`src/acp_pkg.sv`:
```
/*
  Package for the axis speed-profile block: register offsets, field
  positions, reset values, limits, timing counts and the state type.
  Assumes a 100 MHz pclk and an APB master with 32-bit data.
*/
package acp_pkg;
  // register byte offsets
  localparam logic [7:0] OFS_PROP1 = 8'h00;
  localparam logic [7:0] OFS_PROP2 = 8'h04;
  localparam logic [7:0] OFS_LOW = 8'h08;
  localparam logic [7:0] OFS_UP = 8'h0C;
  localparam logic [7:0] OFS_PACC = 8'h10;
  localparam logic [7:0] OFS_MACC = 8'h14;
  localparam logic [7:0] OFS_CMD = 8'h18;
  localparam logic [7:0] OFS_STAT = 8'h1C;
  localparam logic [7:0] OFS_SPEED = 8'h20;
  // field positions
  localparam int P1_CURVE_BIT = 0;
  localparam int P2_FORMAT_BIT = 0;
  localparam int P2_AUTOCORR_BIT = 1;
  localparam int P2_RANGE_LSB = 2;
  localparam int CMD_DIR_BIT = 4;
  localparam int STAT_ERR_BIT = 0;
  localparam int STAT_CODE_LSB = 4;
  localparam int STAT_STATE_LSB = 8;
  localparam int STAT_LEVEL_LSB = 16;
  // reset values
  localparam logic RST_CURVE = 1'b1;
  localparam logic RST_FORMAT = 1'b0;
  localparam logic RST_AUTOCORR = 1'b1;
  localparam logic [1:0] RST_RANGE = 2'h2;
  localparam logic [15:0] RST_LOW = 16'h00A0;
  localparam logic [15:0] RST_UP = 16'h01F4;
  localparam logic [11:0] RST_ACC = 12'h0064;
  // instruction codes
  localparam logic [2:0] CMD_STOP = 3'h0;
  localparam logic [2:0] CMD_LOWER = 3'h1;
  localparam logic [2:0] CMD_UPPER = 3'h2;
  localparam logic [2:0] CMD_ACCEL = 3'h3;
  localparam logic [2:0] CMD_DECEL = 3'h4;
  localparam logic [2:0] CMD_DSTOP = 3'h5;
  localparam logic [2:0] CMD_PATTERN = 3'h6;
  // error codes
  localparam logic [3:0] ERR_NONE = 4'h0;
  localparam logic [3:0] ERR_PARAM = 4'h1;
  localparam logic [3:0] ERR_WIDTH = 4'h2;
  localparam logic [3:0] ERR_ORDER = 4'h3;
  // timing
  localparam int CLK_HZ = 100_000_000;
  localparam int STEP_MS = 10;
  localparam int TICK_CYCLES_DEF = CLK_HZ / 1000 * STEP_MS;
  localparam int LEVELS = 256;
  localparam logic [7:0] LEVEL_TOP = 8'hFF;
  localparam logic [26:0] HALF_HZ = 27'(CLK_HZ / 2);
  // acceleration limits
  localparam logic [15:0] RATE_MIN = 16'h0001;
  localparam logic [15:0] RATE_MAX = 16'h0606;
  localparam logic [15:0] TIME_MIN = 16'h0008;
  localparam logic [15:0] TIME_MAX = 16'h0FFF;
  localparam logic [15:0] WIDTH_MIN = 16'h0020;
  localparam logic [15:0] UP_11K = 16'h2AF8;
  localparam logic [15:0] UP_8K = 16'h1F40;
  localparam logic [15:0] UP_5K = 16'h1388;
  localparam logic [15:0] TIME_MIN_11K = 16'h0007;
  localparam logic [15:0] TIME_MIN_8K = 16'h0006;
  localparam logic [15:0] TIME_MIN_5K = 16'h0005;
  // speed ranges in pps
  localparam logic [15:0] R0_MIN = 16'h000A;
  localparam logic [15:0] R0_MAX = 16'h09C4;
  localparam logic [15:0] R1_MIN = 16'h0028;
  localparam logic [15:0] R1_MAX = 16'h2710;
  localparam logic [15:0] R2_MIN = 16'h00A0;
  localparam logic [15:0] R2_MAX = 16'h30D4;

  typedef enum logic [2:0] {ST_STOP, ST_LOW, ST_UP, ST_ACC, ST_DEC, ST_DSTOP} acp_state_t;
endpackage

```
`src/acp_axis.sv`:
```
/*
  Speed-profile axis: APB registers, parameter check and correction,
  256-level linear or S-curve transitions, pulse and direction outputs.
  Assumes a 100 MHz pclk; the motor driver takes pulse and direction.
*/
// Summary of operation
// - rate form after reset; format bit selects time
// - time form counts 10 ms steps
// - time values 8..4095 always accepted
// - plus and minus acceleration held separately
// - upper speed up to 11 kpps allows 7
// - 8 kpps allows 6, 5 kpps allows 5
// - bad acceleration errors when correction off
// - bad speeds error when correction off
// - correction on clamps speeds and acceleration silently
// - width under 32 errors for basic transitions
// - pattern with narrow width runs at lower speed
// - correction bit toggles correction, on at reset
// - curve bit picks linear or S-curve
// - one curve serves both directions
// - S-curve after reset
// - full transition is 255 equal steps
// - reversal retraces exactly the climbed levels
// - instructions run in sequence with new parameters
// - rate form accepts 1..1542 per 10 ms
// - rate transition under 80 ms errors or stretches
// - rate transition capped at 40.95 s
`timescale 1ns/1ns
module acp_axis
  import acp_pkg::*;
#(
  parameter int TICK_CYCLES = TICK_CYCLES_DEF
) (
  // clock and reset
  input wire logic pclk,
  input wire logic presetn,
  // apb slave
  input wire logic psel,
  input wire logic penable,
  input wire logic pwrite,
  input wire logic [7:0] paddr,
  input wire logic [31:0] pwdata,
  output logic [31:0] prdata,
  output logic pready,
  output logic pslverr,
  // motor driver
  output logic pulse_out,
  output logic dir_out
);
  import acp_pkg::*;

  localparam int LEVEL_CYC = TICK_CYCLES / LEVELS;

  initial
  begin
    if (TICK_CYCLES < LEVELS) $error("acp_axis: TICK_CYCLES below 256");
  end

  logic curve_s;
  logic accel_format_select_bit;
  logic auto_correct_enable_bit;
  logic [1:0] speed_range;
  logic [15:0] low_set;
  logic [15:0] up_set;
  logic [11:0] pacc_set;
  logic [11:0] macc_set;
  logic err_flag;
  logic [3:0] err_code;
  acp_state_t state;
  logic [7:0] level;
  logic pattern_run;
  logic [15:0] eff_low;
  logic [15:0] eff_up;
  logic [31:0] acc_per;
  logic [31:0] dec_per;
  logic [15:0] cur_speed;
  logic [26:0] phase;
  logic tick;
  logic access;
  logic wr;
  logic cmd_go;
  logic mapped;
  logic [31:0] rdata_c;

  function automatic logic [15:0] clamp16(input logic [15:0] v, input logic [15:0] lo,
                                          input logic [15:0] hi);
    clamp16 = (v < lo) ? lo : ((v > hi) ? hi : v);
  endfunction

  // returns {bad, time in 10 ms units}
  function automatic logic [16:0] xfer_time(input logic [11:0] v, input logic tfmt,
                                            input logic [15:0] w, input logic [15:0] up);
    logic [15:0] r;
    logic [15:0] t;
    logic [15:0] tmin;
    logic bad;
    r = 16'h0000;
    t = 16'h0000;
    tmin = TIME_MIN;
    bad = 1'b0;
    if (tfmt)
    begin
      if (up <= UP_5K) tmin = TIME_MIN_5K;
      else if (up <= UP_8K) tmin = TIME_MIN_8K;
      else if (up <= UP_11K) tmin = TIME_MIN_11K;
      t = {4'h0, v};
      if (t < tmin)
      begin
        bad = 1'b1;
        t = tmin;
      end
    end
    else
    begin
      r = clamp16({4'h0, v}, RATE_MIN, RATE_MAX);
      bad = (r != {4'h0, v});
      t = (w + r - 16'h0001) / r;
      // stretch short transitions to 80 ms
      if (t < TIME_MIN)
      begin
        bad = 1'b1;
        t = TIME_MIN;
      end
      // cap at 40.95 s without error
      if (t > TIME_MAX) t = TIME_MAX;
    end
    xfer_time = {bad, t};
  endfunction

  // 0..255 shape of a level, linear or smoothstep
  function automatic logic [7:0] shape(input logic [7:0] l, input logic s);
    logic [31:0] l2;
    logic [31:0] v;
    l2 = 32'(l) * 32'(l);
    v = (32'd3 * l2 * 32'd255 - 32'd2 * l2 * 32'(l)) / 32'd65025;
    shape = s ? v[7:0] : l;
  endfunction

  // parameter check and correction
  logic [15:0] rmin;
  logic [15:0] rmax;
  logic [15:0] lo_c;
  logic [15:0] up_c;
  logic [15:0] width;
  logic spd_bad;
  logic [16:0] pt;
  logic [16:0] mt;
  logic par_bad;
  logic narrow;

  always_comb
  begin
    case (speed_range)
      2'h0:
      begin
        rmin = R0_MIN;
        rmax = R0_MAX;
      end
      2'h1:
      begin
        rmin = R1_MIN;
        rmax = R1_MAX;
      end
      default:
      begin
        rmin = R2_MIN;
        rmax = R2_MAX;
      end
    endcase
    lo_c = clamp16(low_set, rmin, rmax);
    up_c = clamp16(up_set, rmin, rmax);
    spd_bad = (lo_c != low_set) || (up_c != up_set) || (lo_c > up_c);
    if (lo_c > up_c) lo_c = up_c;
    width = up_c - lo_c;
    pt = xfer_time(pacc_set, accel_format_select_bit, width, up_c);
    mt = xfer_time(macc_set, accel_format_select_bit, width, up_c);
    par_bad = spd_bad || pt[16] || mt[16];
    narrow = width < WIDTH_MIN;
  end

  // apb handshake, one wait state
  assign access = psel && penable && !pready;
  assign wr = psel && penable && pready && pwrite;
  assign cmd_go = wr && (paddr == OFS_CMD);

  always_comb
  begin
    mapped = 1'b1;
    rdata_c = 32'h0000_0000;
    case (paddr)
      OFS_PROP1: rdata_c[P1_CURVE_BIT] = curve_s;
      OFS_PROP2:
      begin
        rdata_c[P2_FORMAT_BIT] = accel_format_select_bit;
        rdata_c[P2_AUTOCORR_BIT] = auto_correct_enable_bit;
        rdata_c[P2_RANGE_LSB +: 2] = speed_range;
      end
      OFS_LOW: rdata_c[15:0] = low_set;
      OFS_UP: rdata_c[15:0] = up_set;
      OFS_PACC: rdata_c[11:0] = pacc_set;
      OFS_MACC: rdata_c[11:0] = macc_set;
      OFS_CMD: rdata_c[CMD_DIR_BIT] = dir_out;
      OFS_STAT:
      begin
        rdata_c[STAT_ERR_BIT] = err_flag;
        rdata_c[STAT_CODE_LSB +: 4] = err_code;
        rdata_c[STAT_STATE_LSB +: 3] = state;
        rdata_c[STAT_LEVEL_LSB +: 8] = level;
      end
      OFS_SPEED: rdata_c[15:0] = cur_speed;
      default: mapped = 1'b0;
    endcase
  end

  always_ff @(posedge pclk or negedge presetn)
  begin
    if (!presetn)
    begin
      pready <= 1'b0;
      prdata <= 32'h0000_0000;
      pslverr <= 1'b0;
    end
    else
    begin
      pready <= access;
      pslverr <= access && !mapped;
      if (access) prdata <= rdata_c;
    end
  end

  // configuration registers
  always_ff @(posedge pclk or negedge presetn)
  begin
    if (!presetn)
    begin
      curve_s <= RST_CURVE;
      accel_format_select_bit <= RST_FORMAT;
      auto_correct_enable_bit <= RST_AUTOCORR;
      speed_range <= RST_RANGE;
      low_set <= RST_LOW;
      up_set <= RST_UP;
      pacc_set <= RST_ACC;
      macc_set <= RST_ACC;
    end
    else if (wr)
    begin
      case (paddr)
        OFS_PROP1: curve_s <= pwdata[P1_CURVE_BIT];
        OFS_PROP2:
        begin
          accel_format_select_bit <= pwdata[P2_FORMAT_BIT];
          auto_correct_enable_bit <= pwdata[P2_AUTOCORR_BIT];
          speed_range <= pwdata[P2_RANGE_LSB +: 2];
        end
        OFS_LOW: low_set <= pwdata[15:0];
        OFS_UP: up_set <= pwdata[15:0];
        OFS_PACC: pacc_set <= pwdata[11:0];
        OFS_MACC: macc_set <= pwdata[11:0];
        default: ;
      endcase
    end
  end

  // instruction decode
  logic [3:0] next_err;
  logic accept;

  always_comb
  begin
    next_err = ERR_NONE;
    case (pwdata[2:0])
      CMD_STOP: next_err = ERR_NONE;
      CMD_LOWER, CMD_UPPER:
        if (state == ST_DSTOP) next_err = ERR_ORDER;
      CMD_ACCEL:
        if (state == ST_ACC || state == ST_DSTOP) next_err = ERR_ORDER;
      CMD_DECEL:
        if (state == ST_DEC || state == ST_DSTOP || state == ST_STOP) next_err = ERR_ORDER;
      CMD_DSTOP:
        if (state == ST_STOP) next_err = ERR_ORDER;
      CMD_PATTERN:
        if (state != ST_STOP) next_err = ERR_ORDER;
      default: next_err = ERR_ORDER;
    endcase
    if (next_err == ERR_NONE && pwdata[2:0] != CMD_STOP)
    begin
      if (par_bad && !auto_correct_enable_bit) next_err = ERR_PARAM;
      else if (narrow && (pwdata[2:0] == CMD_ACCEL || pwdata[2:0] == CMD_DECEL ||
               pwdata[2:0] == CMD_DSTOP)) next_err = ERR_WIDTH;
    end
    accept = cmd_go && (next_err == ERR_NONE);
  end

  // sticky error, set wins over clear
  always_ff @(posedge pclk or negedge presetn)
  begin
    if (!presetn)
    begin
      err_flag <= 1'b0;
      err_code <= ERR_NONE;
    end
    else if (cmd_go && next_err != ERR_NONE)
    begin
      err_flag <= 1'b1;
      err_code <= next_err;
    end
    else if (wr && paddr == OFS_STAT && pwdata[STAT_ERR_BIT])
    begin
      err_flag <= 1'b0;
      err_code <= ERR_NONE;
    end
  end

  // motion state and levels
  always_ff @(posedge pclk or negedge presetn)
  begin
    if (!presetn)
    begin
      state <= ST_STOP;
      level <= 8'h00;
      pattern_run <= 1'b0;
      eff_low <= RST_LOW;
      eff_up <= RST_UP;
      acc_per <= 32'h0000_0001;
      dec_per <= 32'h0000_0001;
      dir_out <= 1'b0;
    end
    else if (accept)
    begin
      eff_low <= lo_c;
      eff_up <= up_c;
      acc_per <= 32'(pt[15:0]) * 32'(LEVEL_CYC);
      dec_per <= 32'(mt[15:0]) * 32'(LEVEL_CYC);
      pattern_run <= 1'b0;
      if (state == ST_STOP) dir_out <= pwdata[CMD_DIR_BIT];
      case (pwdata[2:0])
        CMD_STOP:
        begin
          state <= ST_STOP;
          level <= 8'h00;
        end
        CMD_LOWER:
        begin
          state <= ST_LOW;
          level <= 8'h00;
        end
        CMD_UPPER:
        begin
          state <= ST_UP;
          level <= LEVEL_TOP;
        end
        CMD_ACCEL: state <= ST_ACC;
        CMD_DECEL: state <= ST_DEC;
        CMD_DSTOP: state <= ST_DSTOP;
        default:
        begin
          // narrow pattern runs flat at lower speed
          level <= 8'h00;
          if (narrow) state <= ST_LOW;
          else
          begin
            state <= ST_ACC;
            pattern_run <= 1'b1;
          end
        end
      endcase
    end
    else if (tick)
    begin
      case (state)
        ST_ACC:
        begin
          level <= level + 8'h01;
          if (level + 8'h01 == LEVEL_TOP) state <= pattern_run ? ST_DSTOP : ST_UP;
        end
        ST_DEC:
        begin
          level <= level - 8'h01;
          if (level == 8'h01) state <= ST_LOW;
        end
        ST_DSTOP:
        begin
          level <= level - 8'h01;
          if (level == 8'h01) state <= ST_STOP;
        end
        default: ;
      endcase
    end
    else if (state == ST_DSTOP && level == 8'h00)
    begin
      state <= ST_STOP;
    end
    // nothing left to climb or descend
    else if (state == ST_ACC && level == LEVEL_TOP)
    begin
      state <= ST_UP;
    end
    else if (state == ST_DEC && level == 8'h00)
    begin
      state <= ST_LOW;
    end
  end

  logic ramping;
  assign ramping = (state == ST_ACC) || (state == ST_DEC) || (state == ST_DSTOP);

  acp_level_timer #(
    .CW(32)
  ) u_timer (
    .pclk(pclk),
    .presetn(presetn),
    .restart(accept),
    .run(ramping),
    .period((state == ST_ACC) ? acc_per : dec_per),
    .tick(tick)
  );

  // speed from level; one curve for both directions
  logic [15:0] next_speed;
  logic [23:0] prod;

  always_comb
  begin
    prod = 24'(eff_up - eff_low) * 24'(shape(level, curve_s));
    next_speed = eff_low + 16'(prod / 24'd255);
    if (state == ST_STOP) next_speed = 16'h0000;
  end

  always_ff @(posedge pclk or negedge presetn)
  begin
    if (!presetn) cur_speed <= 16'h0000;
    else cur_speed <= next_speed;
  end

  // pulse generation by phase accumulation
  always_ff @(posedge pclk or negedge presetn)
  begin
    if (!presetn)
    begin
      phase <= 27'h000_0000;
      pulse_out <= 1'b0;
    end
    else if (state == ST_STOP)
    begin
      phase <= 27'h000_0000;
      pulse_out <= 1'b0;
    end
    else if (phase + 27'(cur_speed) >= HALF_HZ)
    begin
      phase <= phase + 27'(cur_speed) - HALF_HZ;
      pulse_out <= !pulse_out;
    end
    else
    begin
      phase <= phase + 27'(cur_speed);
    end
  end

  AST_ACC_STEP: assert property (@(posedge pclk) disable iff (!presetn)
    (state == ST_ACC && tick && !accept) |=> level == $past(level) + 8'h01)
    else $error("level did not climb on tick");

  AST_LEVEL_HOLD: assert property (@(posedge pclk) disable iff (!presetn)
    (!tick && !accept && ramping) |=> level == $past(level))
    else $error("level moved without tick");

  AST_REVERSE: assert property (@(posedge pclk) disable iff (!presetn)
    (accept && state == ST_ACC && pwdata[2:0] == CMD_DECEL) |=> (state == ST_DEC &&
      level == $past(level)))
    else $error("reversal lost levels");

  AST_WIDTH_ERR: assert property (@(posedge pclk) disable iff (!presetn)
    (cmd_go && pwdata[2:0] == CMD_ACCEL && narrow && state == ST_STOP &&
      auto_correct_enable_bit) |=> (err_flag && err_code == ERR_WIDTH && state == ST_STOP))
    else $error("narrow accelerate not refused");

  AST_PATTERN_FLAT: assert property (@(posedge pclk) disable iff (!presetn)
    (cmd_go && pwdata[2:0] == CMD_PATTERN && narrow && state == ST_STOP &&
      auto_correct_enable_bit && !err_flag) |=> (state == ST_LOW && !err_flag))
    else $error("narrow pattern not run flat");

  AST_PARAM_ERR: assert property (@(posedge pclk) disable iff (!presetn)
    (cmd_go && pwdata[2:0] == CMD_LOWER && par_bad && !auto_correct_enable_bit &&
      state == ST_STOP) |=> (err_code == ERR_PARAM && state == ST_STOP))
    else $error("bad parameter accepted");

  AST_LOW_CLAMP: assert property (@(posedge pclk) disable iff (!presetn)
    accept |=> (eff_low >= rmin && eff_up <= rmax && eff_low <= eff_up))
    else $error("speeds not clamped");

  AST_TIME_RANGE: assert property (@(posedge pclk) disable iff (!presetn)
    accept |-> (pt[15:0] >= TIME_MIN_5K && pt[15:0] <= TIME_MAX &&
      mt[15:0] <= TIME_MAX))
    else $error("transition time out of range");

  AST_ERR_STICKY: assert property (@(posedge pclk) disable iff (!presetn)
    (err_flag && !(wr && paddr == OFS_STAT)) |=> err_flag)
    else $error("error flag lost");

  AST_STOP_QUIET: assert property (@(posedge pclk) disable iff (!presetn)
    (accept && pwdata[2:0] == CMD_STOP) |=> ##1 (!pulse_out && cur_speed == 16'h0000))
    else $error("stop did not halt pulses");
endmodule

```
`src/acp_level_timer.sv`:
```
/*
  Level timer: one-cycle tick every period cycles while run is high.
  Assumes period is stable between restarts; a period of zero acts as one.
*/
`timescale 1ns/1ns
module acp_level_timer #(
  parameter int CW = 32
) (
  // clock and reset
  input wire logic pclk,
  input wire logic presetn,
  // control
  input wire logic restart,
  input wire logic run,
  input wire logic [CW-1:0] period,
  // event
  output logic tick
);
  logic [CW-1:0] count;

  initial
  begin
    if (CW < 8) $error("acp_level_timer: CW too small");
  end

  always_ff @(posedge pclk or negedge presetn)
  begin
    if (!presetn)
    begin
      count <= '0;
      tick <= 1'b0;
    end
    else if (restart || !run)
    begin
      count <= '0;
      tick <= 1'b0;
    end
    else if (count + CW'(1) >= period)
    begin
      count <= '0;
      tick <= 1'b1;
    end
    else
    begin
      count <= count + CW'(1);
      tick <= 1'b0;
    end
  end
endmodule

```
`config.mk`:
```
export PLATFORM = sky130hd
export DESIGN_NAME = acp_axis
export DESIGN_NICKNAME = d
export VERILOG_FILES = /design/src/acp_pkg.sv /design/src/acp_axis.sv /design/src/acp_level_timer.sv
export SDC_FILE = /design/constraint.sdc
export NUM_CORES = 2
export LEC_CHECK = 0
export ABC_AREA = 1
export BUFFER_PORTS_ARGS = -buffer_cell sky130_fd_sc_hd__buf_2
export CAP_MARGIN = 20
export CORE_UTILIZATION = 45
export DETAILED_ROUTE_END_ITERATION = 8
export GPL_ROUTABILITY_DRIVEN = 0
export PLACE_DENSITY_LB_ADDON = 0.12
export SYNTH_ARGS = -nofsm -noshare
export SYNTH_HDL_FRONTEND = slang
export SYNTH_SLANG_ARGS = --single-unit
```
`constraint.sdc`:
```
create_clock -name pclk -period 44.3 [get_ports pclk]
set_clock_uncertainty 0.15 [all_clocks]
set_input_delay 2.215 -clock pclk [delete_from_list [all_inputs] [get_ports pclk]]
set_output_delay 2.215 -clock pclk [all_outputs]
set_load 0.03 [all_outputs]
```
# == Yosys cells after proc, flatten, opt, wreduce, memory -nomap -nowiden ==
# Index checks and enable logic that the tools add are counted.
# totals
out_inout_bits,36
register_bits,270
elab_cells,244
in_bits,45
# classes
n_lt_le_gt_ge,21
n_reduce_logical,62
n_mux,81
n_addsub,13
div_mod_pow,4
multipliers,7
n_eq_ne,30
# op_table
operator,n
$mux W16,17
$mux W32,2
$mul A16 B11 Y27 const B,2
$mux W27,2
$gt A16 B16 Y1,3
$mux W12,4
$pmux W8 S2,3
$pmux W3 S6,2
$pmux W6 S6,1
$add A16 B12 Y16,2
$add A32 B1 Y32 const B,1
$div A16 B16 Y16,2
$div A32 B16 Y32 const B,1
$eq A8 B5 Y1 const B,4
$ge A32 B28 Y1,1
$gt A16 B12 Y1 const B,2
$le A16 B13 Y1 const B,2
$lt A12 B16 Y1,2
$lt A16 B16 Y1,2
$lt A16 B4 Y1 const B,2
$mux W4,8
$mux W8,4
$ne A16 B16 Y1,2
$sub A16 B1 Y16 const B,2
61 further kinds,145

# == Longest topological paths before layout ==
# logic_depth
word_depth,23
mapped_depth,339
depth_no_buf,332

# == Modules after synthesis ==
# Synthesis repeated with hierarchy kept, for this count alone.
# hier_totals
hier_cells,8891
area_unflattened_um2,61626.6
# by_module_without_submodules
module,cells_each,area_each_um2,instances,seq_area_each_um2
acp_axis,8438,58572.4,1,5888.1
acp_level_timer,453,3054.2,1,825.8

# == Least setup slack after synthesis ==
# OpenSTA, ideal clock, no wires.
# synth_path
kind,register to register
from,reg speed_range[1]
to,reg dec_per[24]
path_slack_ns,0.983
setup_time_ns,0.130
synth_period_minus_slack_ns,43.317
arrival_ns,43.037
n_path_buf,12
path_stages_with_launch,299
required_ns,44.020
cell_sequence,dfstp_2 clkbuf_1 nor2_1 inv_1 ha_1 a21oi_1 o21ai_0 a21oi_1 o211ai_1 nand2_1 inv_1 nor2_1 inv_1 o21ai_0 inv_1 ha_1 nand2_1 nor4_1 [... 263 more ...] inv_1 a21oi_1 inv_1 a21oi_1 o21bai_1 nand2_1 inv_1 nor2_1 inv_1 a21oi_1 inv_1 nand2_1 inv_1 nor2_1 inv_1 a21oi_1 xor2_1 o21ai_0
# synth_via
elab_cells_between_ends,59
classes_between,5 x add/sub; 1 x mul; 2 x div; 14 x order compare; 3 x eq/ne; 25 x mux; 9 x reduce/logical
# synth_lines
item,line,rtl
"start, declared",acp_axis.sv:62,logic [1:0] speed_range;
"start signal, assigned",acp_axis.sv:253,speed_range <= pwdata[P2_RANGE_LSB +: 2];
$eq A2 B1 Y1 or $logic_not A2 Y1 (tied branches),acp_axis.sv:153,case (speed_range)
$pmux W14 S2,acp_axis.sv:153,
$gt A16 B16 Y1,acp_axis.sv:87,clamp16 = (v < lo) ? lo : ((v > hi) ? hi : v);
$mux W16,acp_axis.sv:87,
$mux W16 (*),acp_axis.sv:87,
net up_c[10],acp_axis.sv:143,logic [15:0] up_c;
$gt A16 B16 Y1 (*),acp_axis.sv:173,if (lo_c > up_c) lo_c = up_c;
$mux W16 (*),acp_axis.sv:173,
net lo_c[0],acp_axis.sv:142,logic [15:0] lo_c;
[... 4 more ...],--,
$lt A16 B4 Y1,acp_axis.sv:119,if (t < TIME_MIN)
$mux W16 (*),acp_axis.sv:119,
$mux W16 (*),acp_axis.sv:101,if (tfmt)
$gt A16 B12 Y1,acp_axis.sv:125,if (t > TIME_MAX) t = TIME_MAX;
$mux W16 (*),acp_axis.sv:125,
$mux W16 (*),acp_axis.sv:101,
net mt[0],acp_axis.sv:147,logic [16:0] mt;
$mul A16 B11 Y27 (*),acp_axis.sv:333,dec_per <= 32'(mt[15:0]) * 32'(LEVEL_CYC);
"end signal, assigned",acp_axis.sv:333,
"end, declared",acp_axis.sv:75,logic [31:0] dec_per;
# The timed path passes the listed nets; every way through them passes the cells marked *. The select of a mux whose other input is x is not followed.
# A chain may end at the register's enable or synchronous reset.

# == Final worst setup path ==
# layout_path
from,reg level[4]
to,reg cur_speed[15]
# layout_via
elab_chain_len,10
elab_cells_between_ends,11
classes_between,2 x add/sub; 5 x mul; 2 x div; 2 x mux
# layout_rtl
item,line,rtl
"start, declared",acp_axis.sv:70,logic [7:0] level;
"start signal, assigned",acp_axis.sv:373,level <= level + 8'h01;
"start signal, assigned",acp_axis.sv:378,level <= level - 8'h01;
"start signal, assigned",acp_axis.sv:383,level <= level - 8'h01;
$mul A8 B8 Y16,acp_axis.sv:134,l2 = 32'(l) * 32'(l);
$mul A2 B16 Y18,acp_axis.sv:135,v = (32'd3 * l2 * 32'd255 - 32'd2 * l2 * 32'(l)) / 32'd65025;
$mul A18 B8 Y26,acp_axis.sv:135,
$sub A26 B25 Y27,acp_axis.sv:135,
$div A32 B16 Y32,acp_axis.sv:135,
$mux W8 (*),acp_axis.sv:136,shape = s ? v[7:0] : l;
$mul A17 B9 Y24 (*),acp_axis.sv:424,"prod = 24'(eff_up - eff_low) * 24'(shape(level, curve_s));"
$div A24 B8 Y24 (*),acp_axis.sv:425,next_speed = eff_low + 16'(prod / 24'd255);
$add A16 B16 Y16 (*),acp_axis.sv:425,
$mux W16 (*),acp_axis.sv:426,if (state == ST_STOP) next_speed = 16'h0000;
net next_speed[15],acp_axis.sv:419,logic [15:0] next_speed;
"end signal, assigned",acp_axis.sv:432,else cur_speed <= next_speed;
"end, declared",acp_axis.sv:76,logic [15:0] cur_speed;
# The timed path passes the listed nets; every way through them passes the cells marked *.

==> summary.md <==
| Metric | Value |
|---|---|
| Io pins | 81 |
| GRT met2 Usage | 41.5% |
| Routing usage on met3 | 1.43% |
| Drt drc | 0 |
| Total GRT Usage | 23.8% |
| Synth Area in XOR/XNOR | 6.60% |
| Multiplexer area fraction after synthesis | 0.437% |
| Post-route setup slack | 2.84 ns |
| Syn. warnings | 0 |
| Core area | 136000 um2 |
| Nets | 10.7k |
| Synthesized area per cell | 7.08 um2 |
| Fin crit share | 93.6% |
| First-pass GRT wire length | 277000 um |
| Worst setup EP type | flip-flop |
| Worst Setup Path Type | reg -> reg |
| Hold Buf Count CTS | 0 |
| H-tree levels | 1 |
| Crit path max-delay family | simple AND/OR/NAND/NOR gates |
| Via Count | 58.1k |
| FFs w/ async S/R, synth | 100% |
| CP Buf/Inv Count | 49 |
| #FFs+latches synth | 267 |
| Antenna Nets Post-Route | 0 |
| Most frequent cells in the layout | nand2_1, inv_1, ha_1 |
| TritonCTS buffer count | 31 |
| Routed len/inst | 15.2 um |
| Die area | 139000 um2 |
| Hold Path Class | reg -> reg |
| Pins Over Slew Limit | 0 |
| Clk pin slew, worst setup/hold paths | 0.06 ns |
| Synth top area share | 16.0% |
| Worst setup SP type | flip-flop |
| CP most frequent cell | nand2_1 |
| F_max | 24.1 MHz |
| Final number of setup-violating endpoints | 0 |
| Most common cell after layout, fill and taps aside | nand2_1 |
| Rel. slew slack | 28.2% |
| Largest family of logic cells by synthesized area | adder cells |
| Initial Util | 45.5% |
| Largest net degree at the start of global routing | 106 |
| Hold_ws | 0.305 ns |
| Gr busiest metal | met2 |
| Critical-path maximum fanout | 11 |
| Syn-to-layout area delta | 17.0% |
| Vias/cell | 5.14 |
| Worst EP required | 44.67 ns |
| Synth Instances | 8728 |
| Primary FF master, synth | dfrtp_1 |
| Worst-Skew Late Latency | 0.60 ns |
| Die H | 373 um |
| CTS root buffer | clkbuf_16 |
| Synth Area in Adders | 29.2% |
| Leading area contributor after synthesis | ha_1 |
| Row count | 135 |
| Number of max-cap violations | 0 |
| Layout cells sized above 1 | 19.7% |
| Simple-Gate Fraction of Synth Area | 28.7% |
| Met1 Use GR | 32.4% |
| Run status | completed |
| Detailed Route Iter0 Violations | 3676 |
| Total Wirelength | 172000 um |
| Final HPWL DP | 140000 um |
| Netlist cell types | 96 |
| Number of synthesized flops with an enable pin | 0 |
| Tmin final | 41.46 ns |
| Slowest CP cell | fa_1 |
| Arrival time worst endpoint | 41.83 ns |
| Vias in the first global route | 55.8k |
| Register area share after synthesis | 10.9% |
| DRT Pass-1 Iters | 7 |
| Initial antenna violation count | 10 |
| Count of final hold-check violations | 0 |
| Place WS | -0.0255 ns |
| Max clock buf depth | 3 |
| Die width | 373 um |
| Synth Area in Compound Gates | 13.0% |
| CTS tree | done |
| Clk sinks | 267 |
| Synthesized area | 61800 um2 |
| Crit-path max cell delay | 0.58 ns |
| GRT Residual Overflow | 0 |
| Util after Layout | 53.2% |
| Port Buffer Count | 56 |
| Worst Tran Pin Value | 1.07 ns |
| Synth top area cells | ha_1, fa_1, nand2_1 |
## stage by stage
| stage | std cells | area [um2] | TNS (ns) |
|---|---|---|---|
| after global routing | 11300 | 72300 | -1.90 |
| after global placement | 11100 | 68200 | 0 |
| after detailed placement | 11100 | 68200 | -0.0255 |
| after floorplan | 8814 | 62200 | 0 |
| after CTS | 11100 | 69300 | 0 |
| final | 11300 | 72300 | 0 |
## registers in the layout, summed over array words and instances, names as in the netlist, 3 cells and up
signal,flops
up_set,16
pacc_set,12
prdata,24
u_timer.count,32
eff_up,16
eff_low,16
low_set,16
phase,27
level,8
macc_set,12
dec_per,28
state,3
acc_per,27
cur_speed,16
## worst min-delay path: cells and delay by family, from the launching register on
| family | cells | cell delay, ns |
|---|---|---|
| buffers and inverters | 1 | 0.03 |
| flip-flops | 1 | 0.37 |
| AND/OR/NAND/NOR | 1 | 0.05 |
## cells by family after synthesis
| logic type | after synthesis |
|---|---|
| fa+ha+maj | 1199 |
| other cells | 2 |
| buf+inv | 1745 |
| mux | 27 |
| simple gates | 3657 |
| flops | 267 |
| xor+xnor | 459 |
| compound gates | 1372 |
## synth_stat cells (101+ instances only)
cell type / number
fa_1: 406
o21ai_0: 518
nand2_2: 214
ha_1: 793
nand2_4: 101
nand3_1: 382
a21oi_1: 407
xnor2_1: 161
clkbuf_1: 104
nor3_1: 104
nor2_1: 674
nand2_1: 1723
xor2_1: 291
nand4_1: 106
inv_1: 1508
dfrtp_1: 241
## area by class of cell
type | count | area [um2]
multi-input cells | 6811 | 50400
diodes | 7 | 17.5
inverters | 1602 | 6130
repair inverters | 1 | 5.00
repair buffers | 767 | 5760
fillers | 13300 | 63600
clock inverters | 12 | 153
clock buffers | 45 | 888
well taps | 1781 | 2230
flip-flops and latches | 267 | 6730
## path summary, 6_finish.rpt
check                                  startpoint                      end  slack (ns)  cells after the start
max                          level[4]$_DFFE_PN0P_  cur_speed[15]$_DFF_PN0_        2.84                    294
min                        dec_per[0]$_DFFE_PN1P_   dec_per[0]$_DFFE_PN1P_        0.31                      2
max reg2reg                  level[4]$_DFFE_PN0P_  cur_speed[15]$_DFF_PN0_        2.84                    294
min reg2reg                dec_per[0]$_DFFE_PN1P_   dec_per[0]$_DFFE_PN1P_        0.31                      2
max in group asynchronous                 presetn  acc_per[22]$_DFFE_PN0P_       40.51                      3
min in group asynchronous                 presetn   eff_low[0]$_DFFE_PN0P_        1.44                      1
## repair_timing
item	CTS	global route
cloned	0	12
setup buffers	0	139
resized for setup	4	485
pin swaps	0	213
setup endpoints to repair	2	52
## metal layers
metal	share of wire [%]	wire, um
met4	2.1	3630
met3	4.4	7610
met1	46	79100
met5	0.0052	9
met2	47	81400
Power is not shown: default switching activity piles up to over one toggle a cycle in this logic, so the estimate is an artifact.
